`src/pkg/pif_pkg.sv`:
```
// package: register map, field layout and constants of the peripheral interrupt flags
// ============================================================================
package pif_pkg;

	// ============================================================================
	// register map (byte offsets within the slave window)
	localparam int         REG_W             = 8;
	localparam logic [3:0] OFS_ENABLE_SECOND = 4'h0;
	localparam logic [3:0] OFS_FLAGS_FIRST   = 4'h4;
	localparam logic [3:0] OFS_FLAGS_SECOND  = 4'h8;
	localparam logic [3:0] OFS_IRQ_STATUS    = 4'hC;

	// ============================================================================
	// field positions
	localparam int POS_CMP_B     = 5;
	localparam int POS_CMP_A     = 4;
	localparam int POS_GEN       = 2;
	localparam int POS_CCP       = 0;
	localparam int POS_GATE      = 7;
	localparam int POS_CONV      = 6;
	localparam int POS_LIMIT_B   = 3;
	localparam int POS_LIMIT_A   = 2;
	localparam int POS_PERIOD    = 1;
	localparam int POS_ROLLOVER  = 0;
	localparam int POS_ST_REQ    = 0;
	localparam int POS_ST_ANY    = 1;

	// ============================================================================
	// implemented bits and reset values
	localparam logic [7:0] MASK_ENABLE_SECOND = 8'h35;
	localparam logic [7:0] MASK_FLAGS_FIRST   = 8'hCF;
	localparam logic [7:0] MASK_FLAGS_SECOND  = 8'h35;
	localparam logic [7:0] RST_REG            = 8'h00;

	// ============================================================================
	// capture/compare unit modes and bus responses
	localparam logic [1:0] CCP_CAPTURE = 2'h0;
	localparam logic [1:0] CCP_COMPARE = 2'h1;
	localparam logic [1:0] CCP_PWM     = 2'h2;
	localparam logic [1:0] RESP_OKAY   = 2'h0;
	localparam logic [1:0] RESP_SLVERR = 2'h2;
	localparam int         SYNC_FILL   = 3;

endpackage : pif_pkg
```
`src/pkg/pif_flag_if.sv`:
```
// interface: carrier between the register slave and one sticky flag register
`timescale 1ns/1ps
interface pif_flag_if;
	logic [pif_pkg::REG_W-1:0] set;
	logic                      wr;
	logic [pif_pkg::REG_W-1:0] wdata;
	logic [pif_pkg::REG_W-1:0] value;

	// ============================================================================
	// flag store side and controlling side
	modport store (input set, input wr, input wdata, output value);
	modport ctrl  (output set, output wr, output wdata, input value);
endinterface : pif_flag_if

```
`src/hw/pif_flag_reg.sv`:
```
// module: sticky flag register, software overwrite, hardware set wins
`timescale 1ns/1ps
module pif_flag_reg #(
	parameter logic [7:0] MASK = 8'hFF
) (
	input  wire logic   clock,
	input  wire logic   reset_n,
	input  wire logic   clk_en,
	pif_flag_if.store   port
);
	logic [pif_pkg::REG_W-1:0] flags;
	logic [pif_pkg::REG_W-1:0] next_flags;

	// ============================================================================
	// parameter check
	if (MASK == 8'h00) begin : g_chk
		$error("pif_flag_reg: MASK selects no bit");
	end

	// write overwrites, events set on top, dead bits forced low
	always_comb begin
		next_flags = flags;
		if (port.wr) begin
			next_flags = port.wdata;
		end
		next_flags = (next_flags | port.set) & MASK;
	end

	// register only
	always_ff @(posedge clock) begin
		if (!reset_n) begin
			flags <= pif_pkg::RST_REG;
		end else if (clk_en) begin
			flags <= next_flags;
		end
	end

	assign port.value = flags;
endmodule : pif_flag_reg

```
`src/hw/pif_irq_top.sv`:
```
// module: peripheral interrupt enables and flags behind an AXI4-Lite slave
`timescale 1ns/1ps
module pif_irq_top #(
	parameter int ADDR_W = 8
) (
	input  wire logic              clock,
	input  wire logic              reset_n,
	input  wire logic              clk_en,
	// AXI4-Lite write address channel
	input  wire logic              s_axil_awvalid,
	output logic                   s_axil_awready,
	input  wire logic [ADDR_W-1:0] s_axil_awaddr,
	input  wire logic [2:0]        s_axil_awprot,
	// AXI4-Lite write data channel
	input  wire logic              s_axil_wvalid,
	output logic                   s_axil_wready,
	input  wire logic [31:0]       s_axil_wdata,
	input  wire logic [3:0]        s_axil_wstrb,
	// AXI4-Lite write response channel
	output logic                   s_axil_bvalid,
	input  wire logic              s_axil_bready,
	output logic      [1:0]        s_axil_bresp,
	// AXI4-Lite read address channel
	input  wire logic              s_axil_arvalid,
	output logic                   s_axil_arready,
	input  wire logic [ADDR_W-1:0] s_axil_araddr,
	input  wire logic [2:0]        s_axil_arprot,
	// AXI4-Lite read data channel
	output logic                   s_axil_rvalid,
	input  wire logic              s_axil_rready,
	output logic      [31:0]       s_axil_rdata,
	output logic      [1:0]        s_axil_rresp,
	// core control and first enable register, held outside
	input  wire logic              global_irq_enable,
	input  wire logic              peripheral_group_enable,
	input  wire logic [7:0]        periph_irq_enable_first,
	// peripheral events, one-cycle pulses on this clock
	input  wire logic              wide_timer_gate_event,
	input  wire logic              conversion_done_event,
	input  wire logic              limit_timer_b_match,
	input  wire logic              limit_timer_a_match,
	input  wire logic              period_timer_match,
	input  wire logic              wide_timer_rollover,
	input  wire logic              output_generator_shutdown,
	input  wire logic              capture_compare_event,
	input  wire logic [1:0]        capture_compare_mode,
	// comparator outputs, asynchronous levels
	input  wire logic              comparator_b_output,
	input  wire logic              comparator_a_output,
	// request towards the core
	output logic                   periph_irq_request
);

	// ============================================================================
	// states and parameter check
	typedef enum logic [1:0] {
		PIF_W_IDLE = 2'b01,
		PIF_W_RESP = 2'b10
	} pif_wr_state_t;

	typedef enum logic [1:0] {
		PIF_R_IDLE = 2'b01,
		PIF_R_DATA = 2'b10
	} pif_rd_state_t;

	if (ADDR_W < 5 || ADDR_W > 32) begin : g_chk
		$error("pif_irq_top: ADDR_W must lie in 5..32");
	end

	// ============================================================================
	// address decode, shared by the write and read paths
	// returns one-hot {status, flags second, flags first, enable second}, zero if unmapped
	function automatic logic [3:0] pif_reg_sel(input logic [ADDR_W-1:0] addr);
		logic [3:0] sel;
		sel = 4'h0;
		if (addr[ADDR_W-1:4] == '0) begin
			case (addr[3:0])
				pif_pkg::OFS_ENABLE_SECOND: sel = 4'h1;
				pif_pkg::OFS_FLAGS_FIRST:   sel = 4'h2;
				pif_pkg::OFS_FLAGS_SECOND:  sel = 4'h4;
				pif_pkg::OFS_IRQ_STATUS:    sel = 4'h8;
				default:                    sel = 4'h0;
			endcase
		end
		return sel;
	endfunction : pif_reg_sel

	// ============================================================================
	// declarations
	pif_wr_state_t wstate;
	pif_wr_state_t next_wstate;
	pif_rd_state_t rstate;
	pif_rd_state_t next_rstate;

	logic              aw_held;
	logic              next_aw_held;
	logic [ADDR_W-1:0] aw_addr;
	logic [ADDR_W-1:0] next_aw_addr;
	logic              w_held;
	logic              next_w_held;
	logic [7:0]        w_byte;
	logic [7:0]        next_w_byte;
	logic              w_lane;
	logic              next_w_lane;
	logic [1:0]        bresp;
	logic [1:0]        next_bresp;
	logic [31:0]       rdata;
	logic [31:0]       next_rdata;
	logic [1:0]        rresp;
	logic [1:0]        next_rresp;

	logic              wr_fire;
	logic [3:0]        wr_sel;
	logic [3:0]        rd_sel;
	logic              wr_go;

	logic [7:0]        enable_second;
	logic [7:0]        next_enable_second;
	logic [7:0]        set_first;
	logic [7:0]        set_second;
	logic [1:0]        cmp_change;
	logic              any_pending;
	logic              irq;
	logic              next_irq;

	pif_flag_if flags_first_if ();
	pif_flag_if flags_second_if ();

	// ============================================================================
	// comparator output change detection
	pif_sync_change #(
		.W (2)
	) u_cmp_sync (
		.clock    (clock),
		.reset_n  (reset_n),
		.clk_en   (clk_en),
		.level_in ({comparator_b_output, comparator_a_output}),
		.change   (cmp_change)
	);

	// ============================================================================
	// event collection; each flag sets regardless of the interrupt enables, but only while clk_en is high
	always_comb begin
		set_first                        = 8'h00;
		set_first[pif_pkg::POS_GATE]     = wide_timer_gate_event;
		set_first[pif_pkg::POS_CONV]     = conversion_done_event;
		set_first[pif_pkg::POS_LIMIT_B]  = limit_timer_b_match;
		set_first[pif_pkg::POS_LIMIT_A]  = limit_timer_a_match;
		set_first[pif_pkg::POS_PERIOD]   = period_timer_match;
		set_first[pif_pkg::POS_ROLLOVER] = wide_timer_rollover;
		set_first                        = set_first & {8{clk_en}};
	end

	// second group; the ccp event counts only in capture or compare mode
	always_comb begin
		set_second                      = 8'h00;
		set_second[pif_pkg::POS_CMP_B]  = cmp_change[1];
		set_second[pif_pkg::POS_CMP_A]  = cmp_change[0];
		set_second[pif_pkg::POS_GEN]    = output_generator_shutdown;
		set_second[pif_pkg::POS_CCP]    = capture_compare_event
			&& (capture_compare_mode == pif_pkg::CCP_CAPTURE
			|| capture_compare_mode == pif_pkg::CCP_COMPARE);
		set_second                      = set_second & {8{clk_en}};
	end

	// ============================================================================
	// sticky flag registers
	assign wr_sel  = pif_reg_sel(aw_addr);
	assign wr_go   = wr_fire && w_lane;

	// software writes reach the flags only through byte lane 0
	assign flags_first_if.set    = set_first;
	assign flags_first_if.wr     = wr_go && wr_sel[1];
	assign flags_first_if.wdata  = w_byte;
	assign flags_second_if.set   = set_second;
	assign flags_second_if.wr    = wr_go && wr_sel[2];
	assign flags_second_if.wdata = w_byte;

	pif_flag_reg #(
		.MASK (pif_pkg::MASK_FLAGS_FIRST)
	) u_flags_first (
		.clock   (clock),
		.reset_n (reset_n),
		.clk_en  (clk_en),
		.port    (flags_first_if.store)
	);

	pif_flag_reg #(
		.MASK (pif_pkg::MASK_FLAGS_SECOND)
	) u_flags_second (
		.clock   (clock),
		.reset_n (reset_n),
		.clk_en  (clk_en),
		.port    (flags_second_if.store)
	);

	// ============================================================================
	// second enable register
	// unimplemented positions are never stored, so they read zero
	always_comb begin
		next_enable_second = enable_second;
		if (wr_go && wr_sel[0]) begin
			next_enable_second = w_byte & pif_pkg::MASK_ENABLE_SECOND;
		end
	end

	// register only
	always_ff @(posedge clock) begin
		if (!reset_n) begin
			enable_second <= pif_pkg::RST_REG;
		end else if (clk_en) begin
			enable_second <= next_enable_second;
		end
	end

	// ============================================================================
	// interrupt request towards the core
	// software is expected to clear stale flags before enabling them
	always_comb begin
		any_pending = |(flags_first_if.value & periph_irq_enable_first)
			| |(flags_second_if.value & enable_second);
		next_irq    = global_irq_enable
			&& peripheral_group_enable
			&& any_pending;
	end

	// register only, request is a level
	always_ff @(posedge clock) begin
		if (!reset_n) begin
			irq <= 1'b0;
		end else if (clk_en) begin
			irq <= next_irq;
		end
	end

	assign periph_irq_request = irq;

	// ============================================================================
	// write path: address and data taken in either order, then one response
	always_comb begin
		next_wstate  = wstate;
		next_aw_held = aw_held;
		next_aw_addr = aw_addr;
		next_w_held  = w_held;
		next_w_byte  = w_byte;
		next_w_lane  = w_lane;
		next_bresp   = bresp;
		wr_fire      = 1'b0;
		if (s_axil_awvalid && s_axil_awready) begin
			next_aw_held = 1'b1;
			next_aw_addr = s_axil_awaddr;
		end
		if (s_axil_wvalid && s_axil_wready) begin
			next_w_held = 1'b1;
			next_w_byte = s_axil_wdata[7:0];
			next_w_lane = s_axil_wstrb[0];
		end
		case (wstate)
			PIF_W_IDLE: begin
				if (aw_held && w_held && clk_en) begin
					wr_fire      = 1'b1;
					next_aw_held = 1'b0;
					next_w_held  = 1'b0;
					next_bresp   = (wr_sel == 4'h0) ? pif_pkg::RESP_SLVERR
						: pif_pkg::RESP_OKAY;
					next_wstate  = PIF_W_RESP;
				end
			end
			PIF_W_RESP: begin
				if (s_axil_bvalid && s_axil_bready) begin
					next_wstate = PIF_W_IDLE;
				end
			end
			default: begin
				next_wstate = PIF_W_IDLE;
			end
		endcase
	end

	// register only
	always_ff @(posedge clock) begin
		if (!reset_n) begin
			wstate  <= PIF_W_IDLE;
			aw_held <= 1'b0;
			aw_addr <= '0;
			w_held  <= 1'b0;
			w_byte  <= 8'h00;
			w_lane  <= 1'b0;
			bresp   <= pif_pkg::RESP_OKAY;
		end else if (clk_en) begin
			wstate  <= next_wstate;
			aw_held <= next_aw_held;
			aw_addr <= next_aw_addr;
			w_held  <= next_w_held;
			w_byte  <= next_w_byte;
			w_lane  <= next_w_lane;
			bresp   <= next_bresp;
		end
	end

	// handshakes are frozen with the rest while clk_en is low
	assign s_axil_awready = clk_en && !aw_held && (wstate == PIF_W_IDLE);
	assign s_axil_wready  = clk_en && !w_held && (wstate == PIF_W_IDLE);
	assign s_axil_bvalid  = clk_en && (wstate == PIF_W_RESP);
	assign s_axil_bresp   = bresp;

	// ============================================================================
	// read path: data sampled at the address handshake
	assign rd_sel = pif_reg_sel(s_axil_araddr);

	always_comb begin
		next_rstate = rstate;
		next_rdata  = rdata;
		next_rresp  = rresp;
		case (rstate)
			PIF_R_IDLE: begin
				if (s_axil_arvalid && s_axil_arready) begin
					next_rdata  = 32'h0000_0000;
					next_rresp  = pif_pkg::RESP_OKAY;
					case (rd_sel)
						4'h1: next_rdata[7:0] = enable_second;
						4'h2: next_rdata[7:0] = flags_first_if.value;
						4'h4: next_rdata[7:0] = flags_second_if.value;
						4'h8: begin
							next_rdata[pif_pkg::POS_ST_REQ] = irq;
							next_rdata[pif_pkg::POS_ST_ANY] = any_pending;
						end
						default: next_rresp = pif_pkg::RESP_SLVERR;
					endcase
					next_rstate = PIF_R_DATA;
				end
			end
			PIF_R_DATA: begin
				if (s_axil_rvalid && s_axil_rready) begin
					next_rstate = PIF_R_IDLE;
				end
			end
			default: begin
				next_rstate = PIF_R_IDLE;
			end
		endcase
	end

	// register only
	always_ff @(posedge clock) begin
		if (!reset_n) begin
			rstate <= PIF_R_IDLE;
			rdata  <= 32'h0000_0000;
			rresp  <= pif_pkg::RESP_OKAY;
		end else if (clk_en) begin
			rstate <= next_rstate;
			rdata  <= next_rdata;
			rresp  <= next_rresp;
		end
	end

	assign s_axil_arready = clk_en && (rstate == PIF_R_IDLE);
	assign s_axil_rvalid  = clk_en && (rstate == PIF_R_DATA);
	assign s_axil_rdata   = rdata;
	assign s_axil_rresp   = rresp;

endmodule : pif_irq_top

```
`src/hw/pif_sync_change.sv`:
```
// module: two-flop synchroniser with change detection for comparator outputs
`timescale 1ns/1ps
module pif_sync_change #(
	parameter int W = 2
) (
	input  wire logic         clock,
	input  wire logic         reset_n,
	input  wire logic         clk_en,
	input  wire logic [W-1:0] level_in,
	output logic      [W-1:0] change
);
	logic [W-1:0]                  meta;
	logic [W-1:0]                  sync;
	logic [W-1:0]                  prev;
	logic [pif_pkg::SYNC_FILL-1:0] fill;
	logic [pif_pkg::SYNC_FILL-1:0] next_fill;

	// ============================================================================
	// parameter check
	if (W < 1) begin : g_chk
		$error("pif_sync_change: W must be at least 1");
	end

	// fill marks when prev holds a genuine sample
	always_comb begin
		next_fill = {fill[pif_pkg::SYNC_FILL-2:0], 1'b1};
	end

	// meta feeds only sync
	always_ff @(posedge clock) begin
		if (!reset_n) begin
			meta <= '0;
			sync <= '0;
			prev <= '0;
			fill <= '0;
		end else if (clk_en) begin
			meta <= level_in;
			sync <= meta;
			prev <= sync;
			fill <= next_fill;
		end
	end

	// any edge of the output counts
	assign change = (sync ^ prev) & {W{fill[pif_pkg::SYNC_FILL-1] & clk_en}};
endmodule : pif_sync_change

```
`config.mk`:
```
export PLATFORM = sky130hd
export DESIGN_NAME = pif_irq_top
export DESIGN_NICKNAME = d
export VERILOG_FILES = /design/src/pkg/pif_pkg.sv /design/src/pkg/pif_flag_if.sv /design/src/hw/pif_flag_reg.sv /design/src/hw/pif_irq_top.sv /design/src/hw/pif_sync_change.sv
export SDC_FILE = /design/constraint.sdc
export NUM_CORES = 1
export LEC_CHECK = 0
export BUFFER_PORTS_ARGS = -buffer_cell sky130_fd_sc_hd__buf_2
export CAP_MARGIN = 20
export CELL_PAD_IN_SITES_DETAIL_PLACEMENT = 0
export CELL_PAD_IN_SITES_GLOBAL_PLACEMENT = 1
export CORE_MARGIN = 5
export CORE_UTILIZATION = 30
export DETAILED_ROUTE_END_ITERATION = 12
export PLACE_DENSITY = 0.86
export SYNTH_ARGS = -nofsm -noshare
export SYNTH_HDL_FRONTEND = slang
export SYNTH_SLANG_ARGS = --single-unit
```
`constraint.sdc`:
```
create_clock -name clock -period 1.4 [get_ports clock]
set_input_delay 0.28 -clock clock [delete_from_list [all_inputs] [get_ports clock]]
set_output_delay 0.28 -clock clock [all_outputs]
set_load 0.01 [all_outputs]
```
; Word-level counts from Yosys, hierarchy flattened
; Cells that the tools add are included.
[word_totals]
ff_bits = 59
latchBits = 0
ramBits = 0
mem_bits_ro = 0
input_bits = 88
out_inout_bits = 42
word_cells = 111
mem_count = 0
[classes]
add_sub_neg = 0
n_mul = 0
div = 0
magnitude_cmp = 0
n_eq_ne = 19
shift = 0
muxes = 24
bitwise_logic = 10
reduce_logical = 40
[ops]
columns = cell, count
row1 = $pmux W4 S4, 2
row2 = $logic_and A1 B1 Y1, 21
row3 = $eq A4 B4 Y1 const B, 5
row4 = $logic_not A4 Y1, 5
row5 = $pmux W6 S3, 1
row6 = $and A8 B8 Y8, 2
row7 = $reduce_or A8 Y1, 2
row8 = $and A6 B6 Y6, 2
row9 = $eq A4 B3 Y1 const B, 3
row10 = $mux W2, 6
row11 = $reduce_and A3 Y1, 4
row12 = $mux W1, 8
row13 = $mux W4, 2
row14 = $mux W8, 1
row15 = $ne A2 B2 Y1 const B, 4
row16 = $or A8 B8 Y8, 1
row17 = $pmux W2 S2, 2
row18 = $pmux W2 S4, 1
row19 = $eq A2 B1 Y1 const B, 3
row20 = $mux W6, 1
row21 = $or A6 B6 Y6, 1
row22 = $reduce_and A2 Y1, 3
row23 = $eq A2 B2 Y1 const B, 2
row24 = $eq A4 B1 Y1 const B, 1
row25 = 9 further kinds, 10

; Logic depth before layout (Yosys ltp)
[depth]
word_depth = 8
mapped_depth = 6
mapped_depth_nobuf = 4

; Modules after synthesis
; A second synthesis with hierarchy kept.
[hier_totals]
cells_unflattened = 331
area_unflattened_um2 = 2966.6
[modules_own_cells]
columns = module, instances, cells_each, area_per_inst_um2, seq_area_each_um2
row1 = pif_irq_top, 1, 249, 2093.3, 760.7
row2 = pif_sync_change, 1, 32, 357.8, 180.2
row3 = pif_flag_reg at u_flags_first, 1, 28, 295.3, 120.1
row4 = pif_flag_reg at u_flags_second, 1, 22, 220.2, 80.1

; Least setup slack after synthesis
; Ideal clock, no wire load.
[synth_timing]
path_type = register to register
from = reg aw_addr[1]
to = reg enable_second[0]
setup_ns = 0.072
arrival_time_ns = 1.385
required_ns = 1.328
path_slack_ns = -0.056
stages_incl_launch_ff = 5
n_path_buf = 0
period_less_slack_ns = 1.456
cell_sequence = dfxtp_1 -> nor4_4 -> nand4_2 -> nor4b_4 -> mux2i_1
[synth_via]
elab_chain_len = 5
elab_cells_between_ends = 8
cone_classes = eq/ne (3) / mux (2) / reduce/logical (3)
[synth_lines]
columns = item, line_no
row1 = from (decl), pif_irq_top.sv:97  ; logic [ADDR_W-1:0] aw_addr;
row2 = from (signal assigned), pif_irq_top.sv:293  ; aw_addr <= next_aw_addr;
row3 = $eq A4 B4 Y1 (tied with other cells), pif_irq_top.sv:77  ; case (addr[3:0])
row4 = $pmux W4 S4 (*), pif_irq_top.sv:77
row5 = $mux W4 (*), pif_irq_top.sv:76  ; if (addr[ADDR_W-1:4] == '0) begin
row6 = $logic_and A1 B1 Y1 (*), pif_irq_top.sv:202  ; if (wr_go && wr_sel[0]) begin
row7 = $reduce_and A2 Y1 (no line) (*), n/a
row8 = to (signal assigned), pif_irq_top.sv:210  ; enable_second <= pif_pkg::RST_REG;
row9 = to (signal assigned), pif_irq_top.sv:212  ; enable_second <= next_enable_second;
row10 = to (decl), pif_irq_top.sv:117  ; logic [7:0] enable_second;
; Every way passes the cells marked *; elsewhere a longest branch is shown, timed or not.
; A chain may end at the register's enable or synchronous reset.

; Worst setup path in the final report
[layout_timing]
from = reg wstate[1]
to = out s_axil_awready
[layout_via]
elab_chain_len = 2
[layout_lines]
columns = item, line_no
row1 = from (decl), pif_irq_top.sv:90  ; pif_wr_state_t wstate;
row2 = from (signal assigned), pif_irq_top.sv:291  ; wstate <= next_wstate;
row3 = $eq A2 B1 Y1, pif_irq_top.sv:302  ; assign s_axil_awready = clk_en && !aw_held && (wstate == PIF_W_IDLE);
row4 = $logic_and A1 B1 Y1, pif_irq_top.sv:302
row5 = to (decl), pif_irq_top.sv:11  ; output logic s_axil_awready,
; No other way between the ends.

==> flow_summary.toml <==
[timing]
setup_violations = 28
fin_tns_setup_ps = -1640
fin_ws_ps = -225
fin_crit_sh = 1.16
finalMaxSlewViolations = 0
fin_crit_ps = 1630
fin_skew_ps = 8.88
hold_viol = 0
rsz0062_at_grt = "yes"
max_freq_mhz = 615

[global_route]
grt_pass1_wl_mm = 11.0
grt_max_degree = 30
grt_pass1_vias = 2216
antenna_found_initial = 0
grt_overflow = 0
grt.total_usage = 0.125

[worst_setup_path]
crit_type = "register to primary output"
rr_startpoint = "aw_held"
reg2regPathDepth = 5
r2r_end = "enable_second[5]"
start_kind = "register"
cp.arrival_ps = 1350
rrSetupSlack_ps = -160
crit_path_max_fanout = 2
crit_required_ps = 1120
worst_setup_path_end_kind = "primary output"

[synth]
seq_area_frac_synth = 0.415
synth.distinct_cells = 36
synth_top_cell_area_share = 0.415
netlist_top_cells_area = "dfxtp_1, mux2i_1, a21boi_0, buf_4, nand2_1"
syn_avg_cell_area_sq_um = 9.19
synthCells = 299
synth-seq-cells = 57
synth_area_sq_um = 2750
yosysWarnings = 0
yosys.area.top_type = "dfxtp_1"

[pwr]
p_leak_nw = 1.64
vdd_drop_max_mv = 0.445
p_int_mw = 2.94
clkPwrFrac = 0.441
seqPwrFrac = 0.436
p_total_mw = 3.98
p_sw_frac = 0.262
comb_power_share = 0.123
p_per_area_nw_per_um2 = 1090
switchingPower_mw = 1.04

[layout]
nets = 479
drive_above_1_share = 0.356
post-route-util = 0.402
layout_common_cells = "buf_2, dfxtp_1, nand2_1"
design_area_sq_um = 3640
area_growth_pct = 32.6
diodes = 0
final_common_cell = "buf_2"

[cts]
htree_levels = 3
clockBufferDepth = 2
root_buffer = "clkbuf_8"
cts_buffers = 9
cts_tree = "built"
clkLatencyLatePin_ps = 340
clkTransAtPathRegs_ps = 80
cts_sinks = 57

[route]
vias_per_cell = 4.61
wl_mm = 6.98
drc = 0
dr.pass1.iters = 4
routedWlPerCell_um = 13.8
ant_nets = 0
drtIter0Drc = 103
vias = 2337

[floorplanning]
floorplan.io_pins = 130
start_util = 0.303
coreArea_sq_um = 9060
fp-row-count = 35
dieHeight_um = 106
fp.dieArea_sq_um = 11200
die_x_um = 106

[placed_design]
portBuffers = 67
dp_hpwl_mm = 5.26
globalplace.congestion = 0.787
placed_cell_area_sq_um = 3260

[hold_path]
min_delay_worst_endpoint = "u_flags_first.port.value[1]"
min_path_type = "primary input to register"
hp-start = "period_timer_match"
hold_depth = 3

[status]
violations = "setup timing"
outcome = "finished, violations left"

[flow_run]
maxCapViolCount = 0
## what timing repair did
| item | CTS | global route |
|---|---|---|
| hold buffers | 0 | 0 |
| setup endpoints to repair | 34 | 42 |
| setup buffers | 5 | 1 |
| resized for setup | 35 | 15 |
| pin swaps | 7 | 12 |
| hold endpoints to repair | 0 | 0 |
| cloned | 0 | 0 |
## critical path, stage by stage, from the launching register on
cell	delay, ps
dfxtp_2	330
buf_6	120
nor4bb_4	280
buf_4	170
buf_6	90
## cells by family after synthesis
kind of cell / Yosys count / share of synthesized area
xor gates and xnor gates: 2 / 0.00638
other: 1 / 0.00137
DFF: 57 / 0.415
buffers and inverters: 45 / 0.0993
and+or+nand+nor: 111 / 0.227
muxes: 27 / 0.103
AOI/OAI and AO/OA: 56 / 0.147
## cell usage after synthesis
cell type  number
xor2_1          2
nor4_4          1
a32oi_1         3
conb_1          1
and3b_1         1
inv_1           2
nand4_1         1
buf_4          26
nand4_2         2
nor4bb_1        2
a21boi_0       30
o41ai_1         2
o2bb2ai_1       1
clkbuf_1       12
nor4_1          1
and4_1          1
nand4b_2        1
nand3b_1        1
o21ai_0         6
nand2b_1        1
and3_1          2
o2111ai_1       1
dfxtp_1        57
nor2_1          8
and2_1          2
buf_2           5
mux2i_1        26
nor2b_1        16
mux4_2          1
nor4b_1         2
o21a_1          2
nor4b_4         2
a22oi_1         7
a21oi_1         4
nand2_1        45
nand3_1        22
## registers in the layout, summed over array words and instances (netlist names)
name,flops
u_cmp_sync.meta,2
aw_addr,8
u_flags_second.port.value,4
aw_held,1
flags_first_if.wdata,8
s_axil_rdata,8
enable_second,4
rstate,2
wstate,2
periph_irq_request,1
s_axil_bresp,1
s_axil_rresp,1
u_cmp_sync.prev,2
u_flags_first.port.value,6
w_lane,1
u_cmp_sync.fill,3
u_cmp_sync.sync,2
w_held,1
## worst max path at each step
stage                          start                       to  slack (ps)  cells after the start
final                      wstate[1]           s_axil_awready        -230                      4
after global routing       wstate[1]           s_axil_awready        -280                      4
after CTS                  wstate[1]            s_axil_wready        -230                      4
after detailed placement      clk_en  flags_first_if.wdata[6]        -170                      7
after global placement        clk_en  flags_first_if.wdata[5]        -130                      7
after floorplan           aw_addr[1]         enable_second[0]         -50                      4
## layer usage
metal | vias up | part of all wire | global-route usage
met5 | - | 0 | 0
met4 | 0 | 0.014 | 0.0435
met3 | 9 | 0.058 | 0.0423
met2 | 69 | 0.45 | 0.186
met1 | 1078 | 0.48 | 0.170
li1 | 1181 | - | -
## layout make-up
class,instances,area [sq um]
inverter,2,7.51
timing repair buffer,99,611
fill,918,5420
tap,111,139
multi-input combinational,222,1510
clock inverter,7,103
sequential,57,1150
clock buffer,9,124
## per-stage QoR
stage          setup slack (ps)  std cells  hold slack [ps]
2_1_floorplan             -50.9        324              427
3_3_place_gp               -134        486              435
3_5_place_dp               -165        486              454
4_1_cts                    -228        507              163
5_1_grt                    -283        507              185
6_report                   -225        507              182
## power groups by stage
| stage | combinational [mW] | clock [mW] | sequential, mW |
|---|---|---|---|
| 3_5_place_dp | 0.432 | 0 | 1.77 |
| 4_1_cts | 0.482 | 1.80 | 1.73 |
| 5_1_grt | 0.543 | 1.87 | 1.74 |
| 6_report | 0.489 | 1.75 | 1.74 |
| 3_3_place_gp | 0.423 | 0 | 1.76 |
| 2_1_floorplan | 0.301 | 0 | 1.76 |
No activity file was read; power rests on OpenSTA's default activity.
